$ cat config.mk
export PLATFORM = sky130hd
export DESIGN_NAME = level_dac_ctrl
export DESIGN_NICKNAME = d
export VERILOG_FILES = /design/src/rtl/level_dac_pkg.sv /design/src/rtl/level_dac_ctrl.sv /design/src/rtl/level_dac_regs.sv /design/src/rtl/level_pad_ctrl.sv
export SDC_FILE = /design/constraint.sdc
export NUM_CORES = 1
export LEC_CHECK = 0
export BUFFER_PORTS_ARGS = -buffer_cell sky130_fd_sc_hd__buf_4
export CORE_MARGIN = 2
export CORE_UTILIZATION = 45
export DETAILED_ROUTE_END_ITERATION = 12
export PLACE_DENSITY = 0.74
export SKIP_LAST_GASP = 1
export SLEW_MARGIN = 10
export SYNTH_ARGS = -nofsm -noshare
export SYNTH_HDL_FRONTEND = slang
export SYNTH_SLANG_ARGS = --single-unit
$ cat constraint.sdc
create_clock -name clk_i -period 1.5 [get_ports clk_i]
set_clock_uncertainty 0.05 [all_clocks]
set_input_delay 0.3 -clock clk_i [delete_from_list [all_inputs] [get_ports clk_i]]
set_output_delay 0.3 -clock clk_i [all_outputs]
set_load 0.02 [all_outputs]
$ cat src/rtl/level_dac_pkg.sv
// Purpose: shared constants and carriers for the five-bit level converter
// Assumes: 8-bit registers on a plain strobe port, one clock
// Notes: offsets are register indices on the plain port
package level_dac_pkg;
    localparam int ADDR_W = 4;
    localparam int DATA_W = 8;
    localparam int LEVEL_W = 5;
    localparam logic [ADDR_W-1:0] OFS_CONTROL_MAIN = 4'h0;
    localparam logic [ADDR_W-1:0] OFS_LEVEL_SELECT = 4'h1;
    localparam logic [ADDR_W-1:0] OFS_STATUS = 4'h2;
    localparam int BIT_ENABLE = 7;
    localparam int BIT_PIN_ONE = 5;
    localparam int BIT_PIN_TWO = 4;
    localparam int BIT_PSS_HI = 3;
    localparam int BIT_PSS_LO = 2;
    localparam int BIT_NSS = 0;
    localparam logic [DATA_W-1:0] MASK_CONTROL_MAIN = 8'hbd;
    localparam logic [DATA_W-1:0] MASK_LEVEL_SELECT = 8'h1f;
    localparam logic [DATA_W-1:0] RST_CONTROL_MAIN = 8'h00;
    localparam logic [DATA_W-1:0] RST_LEVEL_SELECT = 8'h00;
    localparam logic [1:0] PSS_SUPPLY = 2'h0;
    localparam logic [1:0] PSS_REF_PIN = 2'h1;
    localparam logic [1:0] PSS_FIXED_REF = 2'h2;
    localparam logic [1:0] PSS_RESERVED = 2'h3;

    typedef struct packed {
        logic wr;
        logic rd;
        logic [ADDR_W-1:0] addr;
        logic [DATA_W-1:0] wdata;
    } bus_req_s;

    typedef struct packed {
        logic converter_enable;
        logic level_pin_one_enable;
        logic level_pin_two_enable;
        logic [1:0] positive_source_select;
        logic negative_source_select;
        logic [LEVEL_W-1:0] level_code;
    } analog_ctrl_s;

    // one-hot selection into the ladder top end
    typedef struct packed {
        logic fixed_voltage_reference;
        logic ref_pin;
        logic supply;
    } pos_sel_s;

    typedef struct packed {
        logic pad_analog;
        logic out_drv_off;
        logic in_det_off;
        logic pullup_off;
    } pad_ctrl_s;
endpackage : level_dac_pkg

$ cat src/rtl/level_dac_ctrl.sv
// Purpose: control logic of a five-bit ratiometric level converter
// Assumes: plain strobe register port, 125 MHz clock, no sleep clock gate
// Notes: the ladder and pads are analog; this drives their static controls
// Functional notes
// - converter runs only while enable bit 7 is one
// - five-bit level code picks one of 32 levels
// - level is low source plus span times code over 32
// - bits 5 and 4 route level to pin one and pin two
// - routed pin loses driver, input detector and weak pull-up
// - digital read of a routed pin always returns zero
// - bits 3-2 pick supply, reference pin or fixed reference
// - bit 0 picks low reference pin when one, ground when zero
// - keeps running in sleep; wake leaves control register intact
// - reset disables, unroutes pins and clears level code
// - unimplemented bits ignore writes and read as zero
`timescale 1ns/10ps
module level_dac_ctrl (
    input wire logic clk_i, // system clock
    input wire logic sys_rst_i, // synchronous reset
    input wire logic [level_dac_pkg::ADDR_W-1:0] addr_i, // register index
    input wire logic [level_dac_pkg::DATA_W-1:0] wdata_i, // write data
    input wire logic wr_i, // write strobe
    input wire logic rd_i, // read strobe
    output logic [level_dac_pkg::DATA_W-1:0] rdata_o, // read data
    input wire logic pin_one_i, // raw pad level, pin one
    input wire logic pin_two_i, // raw pad level, pin two
    output level_dac_pkg::analog_ctrl_s analog_o, // ladder controls
    output level_dac_pkg::pos_sel_s pos_sel_o, // top source one-hot
    output logic neg_ref_pin_o, // bottom end on reference pin
    output logic [31:0] tap_sel_o, // one-hot ladder tap
    output level_dac_pkg::pad_ctrl_s pad_one_o, // pin one overrides
    output level_dac_pkg::pad_ctrl_s pad_two_o, // pin two overrides
    output logic pin_one_read_o, // digital read, pin one
    output logic pin_two_read_o // digital read, pin two
);
    import level_dac_pkg::*;

    bus_req_s req;
    logic [DATA_W-1:0] ctrl_q;
    logic [DATA_W-1:0] lvl_q;
    logic we_ctrl;
    logic we_lvl;
    logic [DATA_W-1:0] rdata_r;
    logic [DATA_W-1:0] rdata_nxt;
    analog_ctrl_s ana_r;
    analog_ctrl_s ana_nxt;
    pos_sel_s pos_r;
    pos_sel_s pos_nxt;
    logic neg_r;
    logic neg_nxt;
    logic [31:0] tap_r;
    logic [31:0] tap_nxt;
    logic [1:0] pin_s1_r;
    logic [1:0] pin_s2_r;

    assign req.wr = wr_i;
    assign req.rd = rd_i;
    assign req.addr = addr_i;
    assign req.wdata = wdata_i;

    // write decode; sleep has no path here so contents stay put
    always_comb begin
        we_ctrl = 1'b0;
        we_lvl = 1'b0;
        if (req.wr && req.addr == OFS_CONTROL_MAIN) begin
            we_ctrl = 1'b1;
        end else if (req.wr && req.addr == OFS_LEVEL_SELECT) begin
            we_lvl = 1'b1;
        end
    end

    // control register, reserved bits 6 and 1 masked off
    level_dac_regs #(
        .MASK(MASK_CONTROL_MAIN),
        .RST(RST_CONTROL_MAIN)
    ) u_ctrl_main (
        .clk_i(clk_i),
        .sys_rst_i(sys_rst_i),
        .we_i(we_ctrl),
        .wdata_i(req.wdata),
        .q_o(ctrl_q)
    );

    // level register, bits 7-5 masked off
    level_dac_regs #(
        .MASK(MASK_LEVEL_SELECT),
        .RST(RST_LEVEL_SELECT)
    ) u_level_select (
        .clk_i(clk_i),
        .sys_rst_i(sys_rst_i),
        .we_i(we_lvl),
        .wdata_i(req.wdata),
        .q_o(lvl_q)
    );

    // read mux; status echoes what the macro is actually given
    always_comb begin
        rdata_nxt = '0;
        if (req.rd && req.addr == OFS_CONTROL_MAIN) begin
            rdata_nxt = ctrl_q;
        end else if (req.rd && req.addr == OFS_LEVEL_SELECT) begin
            rdata_nxt = lvl_q;
        end else if (req.rd && req.addr == OFS_STATUS) begin
            rdata_nxt = {ana_r.converter_enable, 2'h0, tap_r[0],
                         pin_one_read_o, pin_two_read_o,
                         ana_r.level_pin_one_enable,
                         ana_r.level_pin_two_enable};
        end
    end

    always_ff @(posedge clk_i) begin
        if (sys_rst_i) begin
            rdata_r <= '0;
        end else begin
            rdata_r <= rdata_nxt;
        end
    end

    assign rdata_o = rdata_r;

    // macro controls follow the stored fields, one edge after a write
    always_comb begin
        ana_nxt.converter_enable = ctrl_q[BIT_ENABLE];
        ana_nxt.level_pin_one_enable = ctrl_q[BIT_ENABLE]
            & ctrl_q[BIT_PIN_ONE];
        ana_nxt.level_pin_two_enable = ctrl_q[BIT_ENABLE]
            & ctrl_q[BIT_PIN_TWO];
        ana_nxt.positive_source_select = ctrl_q[BIT_PSS_HI:BIT_PSS_LO];
        ana_nxt.negative_source_select = ctrl_q[BIT_NSS];
        ana_nxt.level_code = lvl_q[LEVEL_W-1:0];
    end

    // source selection; reserved code selects nothing, a safe open top
    always_comb begin
        pos_nxt = '0;
        case (ctrl_q[BIT_PSS_HI:BIT_PSS_LO])
            PSS_SUPPLY: pos_nxt.supply = ctrl_q[BIT_ENABLE];
            PSS_REF_PIN: pos_nxt.ref_pin = ctrl_q[BIT_ENABLE];
            PSS_FIXED_REF: begin
                pos_nxt.fixed_voltage_reference = ctrl_q[BIT_ENABLE];
            end
            default: pos_nxt = '0;
        endcase
        neg_nxt = ctrl_q[BIT_ENABLE] & ctrl_q[BIT_NSS];
    end

    // tap k of 32 gives low + span*k/32; off leaves every tap open
    always_comb begin
        tap_nxt = '0;
        if (ctrl_q[BIT_ENABLE]) begin
            tap_nxt[lvl_q[LEVEL_W-1:0]] = 1'b1;
        end
    end

    always_ff @(posedge clk_i) begin
        if (sys_rst_i) begin
            ana_r <= '0;
            pos_r <= '0;
            neg_r <= 1'b0;
            tap_r <= '0;
        end else begin
            ana_r <= ana_nxt;
            pos_r <= pos_nxt;
            neg_r <= neg_nxt;
            tap_r <= tap_nxt;
        end
    end

    assign analog_o = ana_r;
    assign pos_sel_o = pos_r;
    assign neg_ref_pin_o = neg_r;
    assign tap_sel_o = tap_r;

    // two-flop synchronisers for the asynchronous pad levels
    always_ff @(posedge clk_i) begin
        if (sys_rst_i) begin
            pin_s1_r <= '0;
            pin_s2_r <= '0;
        end else begin
            pin_s1_r <= {pin_two_i, pin_one_i};
            pin_s2_r <= pin_s1_r;
        end
    end

    // pad overrides per pin
    level_pad_ctrl u_pad_one (
        .clk_i(clk_i),
        .sys_rst_i(sys_rst_i),
        .route_i(ana_nxt.level_pin_one_enable),
        .pin_sync_i(pin_s2_r[0]),
        .pad_o(pad_one_o),
        .pin_read_o(pin_one_read_o)
    );

    level_pad_ctrl u_pad_two (
        .clk_i(clk_i),
        .sys_rst_i(sys_rst_i),
        .route_i(ana_nxt.level_pin_two_enable),
        .pin_sync_i(pin_s2_r[1]),
        .pad_o(pad_two_o),
        .pin_read_o(pin_two_read_o)
    );
endmodule : level_dac_ctrl

$ cat src/rtl/level_dac_regs.sv
// Purpose: masked 8-bit control register with write-only-implemented bits
// Assumes: synchronous active-high reset
// Notes: unimplemented bits never store and read as zero
`timescale 1ns/10ps
module level_dac_regs #(
    parameter logic [7:0] MASK = 8'hff,
    parameter logic [7:0] RST = 8'h00
) (
    input wire logic clk_i, // system clock
    input wire logic sys_rst_i, // synchronous reset
    input wire logic we_i, // write this register
    input wire logic [7:0] wdata_i, // write data
    output logic [7:0] q_o // stored value, masked
);
    logic [7:0] q_r;
    logic [7:0] q_nxt;

    // masked update keeps reserved bits at zero
    always_comb begin
        q_nxt = q_r;
        if (we_i) begin
            q_nxt = wdata_i & MASK;
        end
    end

    always_ff @(posedge clk_i) begin
        if (sys_rst_i) begin
            q_r <= RST;
        end else begin
            q_r <= q_nxt;
        end
    end

    assign q_o = q_r;
endmodule : level_dac_regs

$ cat src/rtl/level_pad_ctrl.sv
// Purpose: pad override for one converter level output pin
// Assumes: pin digital input already synchronised by the caller
// Notes: digital read forced low while the pad carries the level
`timescale 1ns/10ps
module level_pad_ctrl (
    input wire logic clk_i, // system clock
    input wire logic sys_rst_i, // synchronous reset
    input wire logic route_i, // level routed to this pin
    input wire logic pin_sync_i, // synchronised pin level
    output level_dac_pkg::pad_ctrl_s pad_o, // pad override controls
    output logic pin_read_o // digital read value
);
    import level_dac_pkg::*;
    pad_ctrl_s pad_r;
    pad_ctrl_s pad_nxt;
    logic read_r;
    logic read_nxt;

    // route overrides driver, detector and pull-up together
    always_comb begin
        pad_nxt.pad_analog = route_i;
        pad_nxt.out_drv_off = route_i;
        pad_nxt.in_det_off = route_i;
        pad_nxt.pullup_off = route_i;
        read_nxt = route_i ? 1'b0 : pin_sync_i;
    end

    always_ff @(posedge clk_i) begin
        if (sys_rst_i) begin
            pad_r <= '0;
            read_r <= 1'b0;
        end else begin
            pad_r <= pad_nxt;
            read_r <= read_nxt;
        end
    end

    assign pad_o = pad_r;
    assign pin_read_o = read_r;
endmodule : level_pad_ctrl

Yosys cells after proc, flatten, opt, wreduce, memory -nomap -nowiden
Index checks and enable logic that the tools add are counted.
{"block": "totals", "regBits": 72, "out_inout_bits": 65, "mem_count": 0, "latch_bits": 0, "mem_bits_rw": 0, "in_bits": 18, "romBits": 0}
{"block": "op_classes", "n_lt_le_gt_ge": 2, "eq_ne": 4, "n_reduce_logical": 16, "multipliers": 0, "add_sub_neg": 0, "muxes": 8, "n_div": 0, "shift": 0, "bitwise_logic": 7}
{"cell": "2-to-1 mux 8 bit", "n": 3}
{"cell": "OR reduction 2 bit", "n": 7}
{"cell": "logical AND 1 bit", "n": 6}
{"cell": "less-than comparator 5 x 6 -> 1 bit (second input constant)", "n": 1}
{"cell": "demux 1 bit (select 5 bit)", "n": 1}
{"cell": "greater-or-equal comparator 5 x 1 -> 1 bit (second input constant)", "n": 1}
{"cell": "== test 4 x 1 -> 1 bit (second input constant)", "n": 1}
{"cell": "== test 4 x 2 -> 1 bit (second input constant)", "n": 1}
{"cell": "logical NOT 4 bit", "n": 1}
{"cell": "2-to-1 mux 1 bit", "n": 4}
{"cell": "NOT 1 bit", "n": 4}
{"cell": "AND 1 bit", "n": 3}
{"cell": "OR reduction 3 bit", "n": 1}
{"cell": "== test 2 x 1 -> 1 bit (second input constant)", "n": 1}
{"cell": "== test 2 bit (second input constant)", "n": 1}
{"cell": "logical NOT 2 bit", "n": 1}

Logic depth before layout (Yosys ltp)
{"block": "depth", "word_depth": 5, "ltp_mapped": 5, "ltp_nobuf": 4}

Hierarchy
A second synthesis with hierarchy kept.
{"block": "hier_totals", "hier_cells": 218, "area_unflattened_um2": 2423.6}
{"module": "level_dac_ctrl", "cells_per_inst": 162, "area_each_um2": 1821.7, "n_inst": 1, "seq_area_each_um2": 1181.1}
{"module": "level_dac_regs (u_ctrl_main)", "cells_per_inst": 22, "area_each_um2": 232.7, "n_inst": 1, "seq_area_each_um2": 120.1}
{"module": "level_dac_regs (u_level_select)", "cells_per_inst": 20, "area_each_um2": 206.4, "n_inst": 1, "seq_area_each_um2": 100.1}
{"module": "level_pad_ctrl", "cells_per_inst": 7, "area_each_um2": 81.3, "n_inst": 2, "seq_area_each_um2": 40.0}

Worst setup path before layout
Ideal clock, no wire load.
{"block": "synth_timing", "kind": "input to register", "start": "input port addr_i[0] (netlist bit)", "end": "register u_level_select.q_r[1], in the netlist u_level_select.q_o[1]", "setup_time_ps": 121, "stages": 4, "arrival_ps": 1173, "t_required_ps": 1329, "path_slack_ps": 157, "path_buffers": 1, "cell_sequence": "buf_2 nor2b_4 and3_1 mux2_2"}
{"block": "synth_between", "elab_chain_cells": 4, "elab_cells_between_ends": 6, "cone_classes": "eq/ne (1); mux (2); reduce/logical (3)"}
{"item": "from (decl)", "line": "level_dac_ctrl.sv:20", "text": "input wire logic [level_dac_pkg::ADDR_W-1:0] addr_i,"}
{"item": "== test 4 x 1 -> 1 bit", "line": "level_dac_ctrl.sv:67", "text": "end else if (req.wr && req.addr == OFS_LEVEL_SELECT) begin"}
{"item": "logical AND 1 bit", "line": "level_dac_ctrl.sv:67"}
{"item": "2-to-1 mux 1 bit", "line": "level_dac_ctrl.sv:67"}
{"item": "2-to-1 mux 1 bit *", "line": "level_dac_ctrl.sv:65", "text": "if (req.wr && req.addr == OFS_CONTROL_MAIN) begin"}
{"item": "to (signal assigned)", "line": "level_dac_regs.sv:30", "text": "q_r <= q_nxt;"}
{"item": "to (decl)", "line": "level_dac_regs.sv:15", "text": "logic [7:0] q_r;"}
Every way passes the cells marked *; elsewhere a longest branch is shown, timed or not.
A chain may end at the register's enable or synchronous reset.

Worst setup path after layout
{"block": "layout_timing", "start": "register u_level_select.q_r[1], in the netlist u_level_select.q_o[1]", "end": "register tap_r[23], in the netlist tap_sel_o[23]"}
{"block": "layout_between", "elab_chain_cells": 4, "elab_cells_between_ends": 5, "cone_classes": "order compare (2); mux (2); reduce/logical (1)"}
{"item": "less-than comparator 5 x 6 -> 1 bit (not written as such) / greater-or-equal comparator 5 x 1 -> 1 bit (equally long branches)", "line": "level_dac_ctrl.sv:151", "text": "tap_nxt[lvl_q[LEVEL_W-1:0]] = 1'b1;"}
{"item": "logical AND 1 bit (not written as such)", "line": "level_dac_ctrl.sv:151"}
{"item": "2-to-1 mux 1 bit (not written as such)", "line": "level_dac_ctrl.sv:151"}
{"item": "demux 1 bit (select 5 bit) *", "line": "level_dac_ctrl.sv:151"}
{"item": "to (signal assigned)", "line": "level_dac_ctrl.sv:165", "text": "tap_r <= tap_nxt;"}
{"item": "to (decl)", "line": "level_dac_ctrl.sv:51", "text": "logic [31:0] tap_r;"}
Marked as above.

==> out/results.ini <==
[flow_run]
max-cap-violations = 0

[clock_tree]
cts-buffers-inserted = 9
clkLatencyLatePin_ns = 0.33
cts_root_buffer = clkbuf_8
path_clk_slew_ns = 0.07
post_cts.repair.setup_buffers = 0
cts_tree = done
numClockSinks = 71
ctsResizeCount = 0
cts_max_path_buffers = 2
hold_buffers = 0
cts_max_level = 3

[yosys]
synth-edff-count = 0
synth.avg_cell_area_sq_um = 10.7
synth_cells = 211
synth_area_sq_mm = 0.00227
synth-seq-cells = 71
yosys_most_used_dff = dfxtp_1
synthTopCellsByCount = dfxtp_1, nor2_1, mux2i_1, nand2b_1
ys_types = 27
synth.most_common_cell = dfxtp_1
netlist_top_cells_area = dfxtp_1, mux2i_1, nor2_1
async_reset_ff_share_pct = 0
synth_nets = 229
yosys.area.top_type = dfxtp_1
ys_warn_count = 0
yosysTopAreaCellShare_pct = 62.7
seq_area_frac_synth_pct = 62.7

[final_layout]
nets = 308
fillers = 397
layout-drive-gt1-share_pct = 34.6
diodes = 0
area_growth_pct = 37.6

[global_routing]
grt_max_degree = 14
first_global_vias = 1505
antenna_found_initial = 0
grt_overflow = 0
globalRouteTotalUtil_pct = 17.3
grt_pass1_wl_microns = 7130

[drt]
totalWireLength_microns = 4650
drtPass1Iterations = 5
drt-vias-per-instance = 4.45
drc = 0
post_drt_wl_per_cell_microns = 12.9
drt-initial-drc-count = 44
antenna_left = 0
routed-via-count = 1610

[placed_design]
dp_hpwl_microns = 3350
gp_congestion = 0.748
portBuffers = 80
place_ws_ns = 0.0747

[floorplanning]
ios = 83
die_w_microns = 75.0
dieArea_sq_mm = 0.00562
core_area_sq_mm = 0.00479
fp.dieH_microns = 75.0
start_util_pct = 47.3
core.rowCount = 25

[timing]
rsz0062_at_grt = false
post-route-period-util_pct = 85.1
fin_ws_ns = 0.224
fin_crit_ns = 1.28
setup_viol = 0
max_freq_ghz = 0.784
maxSlewViolCount = 0
timing.setup.tns_ns = 0
finalHoldViolations = 0

[setup_path]
required_ns = 1.71
crit_path_start_kind = flip-flop
critPathCaptureType = flip-flop
crit_fanout = 8
crit_type = reg2reg
crit_arrival_ns = 1.48

[min_path]
min_path_type = in2reg

[status]
status = completed

[power]
leakage_nw = 1.44
p_per_area_mw_per_mm2 = 1220
peakVddDrop_mv = 0.788

area by class of cell:
type	instances	area (sq um)	share of cell area (%)
repair buffers	86	646	20.7
flip-flops and latches	71	1420	45.6
clock inverters	3	90.1	2.89
inverters	10	37.5	1.20
well taps	67	83.8	2.69
multi-input cells	112	691	22.2
clock buffers	13	149	4.78
metrics by stage:
stage	power (mW)	hold slack (ns)	instances	utilization [%]	area, sq um
finish	3.82	0.128	362	65.2	3120
global route	3.93	0.128	362	65.2	3120
CTS	3.85	0.117	362	65.2	3120
detailed placement	2.07	0.353	346	60.2	2880
global placement	2.07	0.351	346	60.2	2880
floorplan	2.01	0.345	211	-	2270
critical path, stage by stage (launching register included):
cell     delay [ns]
dfxtp_1        0.36
nor2b_1        0.26
nand3_1        0.34
nor2_1         0.21
report_power, final:
| part | switching (mW) | internal [mW] |
|---|---|---|
| Clock | 0.640 | 1.15 |
| Combinational | 0.0526 | 0.0668 |
| Sequential | 0.00889 | 1.90 |
sequential cells by signal, indices dropped and copies added, names as in the netlist, 2 cells and up:
register / cells
tap_sel_o: 32
analog_o: 9
rdata_o: 7
u_ctrl_main.q_o: 6
u_level_select.q_o: 5
pos_sel_o: 3
pin_s1_r: 2
pin_s2_r: 2
path summary, 6_finish.rpt:
kind                                 startpoint                               to  slack (ns)  cells past startpoint
max          u_level_select.q_o[1]$_SDFFE_PP0P_         tap_sel_o[23]$_SDFF_PP0_        0.22                      3
min                                   pin_two_i           pin_s1_r[1]$_SDFF_PP0_        0.13                      2
max reg2reg  u_level_select.q_o[1]$_SDFFE_PP0P_         tap_sel_o[23]$_SDFF_PP0_        0.22                      3
min reg2reg              pin_s2_r[1]$_SDFF_PP0_  u_pad_two.pin_read_o$_SDFF_PP0_        0.37                      2
layer usage:
| metal | vias to the layer above | GRT usage [%] | wire (microns) |
|---|---|---|---|
| met5 | - | 0 | 0 |
| met4 | 0 | 8.93 | 64 |
| met3 | 8 | 5.09 | 309 |
| met2 | 58 | 27.6 | 2190 |
| met1 | 723 | 21.3 | 2090 |
| li1 | 821 | - | - |
logic make-up (layout without fill, tap and decap cells):
kind of cell	after synthesis	count (layout)	synth area share [%]
flops	71	71	62.7
other cells	1	1	0.165
simple gates	88	88	20.8
buf+inv	28	112	6.79
compound gates	7	7	2.43
mux	16	16	7.12
placed cells by master (no fill, tap or decap), types with 2 or more instances in the layout:
cell and count:
nand3b_1 7, and2_1 3, dfxtp_1 71, a2bb2oi_1 4, and3_1 2, or3b_1 2, clkbuf_8 10, a211oi_1 2
mux2i_1 15, nand3_1 3, nand2b_1 15, nor2b_1 6, or3_1 2, buf_4 86, nor3b_1 2, clkbuf_1 3
nor2_1 39, nand2_1 2, bufinv_16 3, nor3_1 2, inv_1 10
No activity file was read; power rests on OpenSTA's default activity.
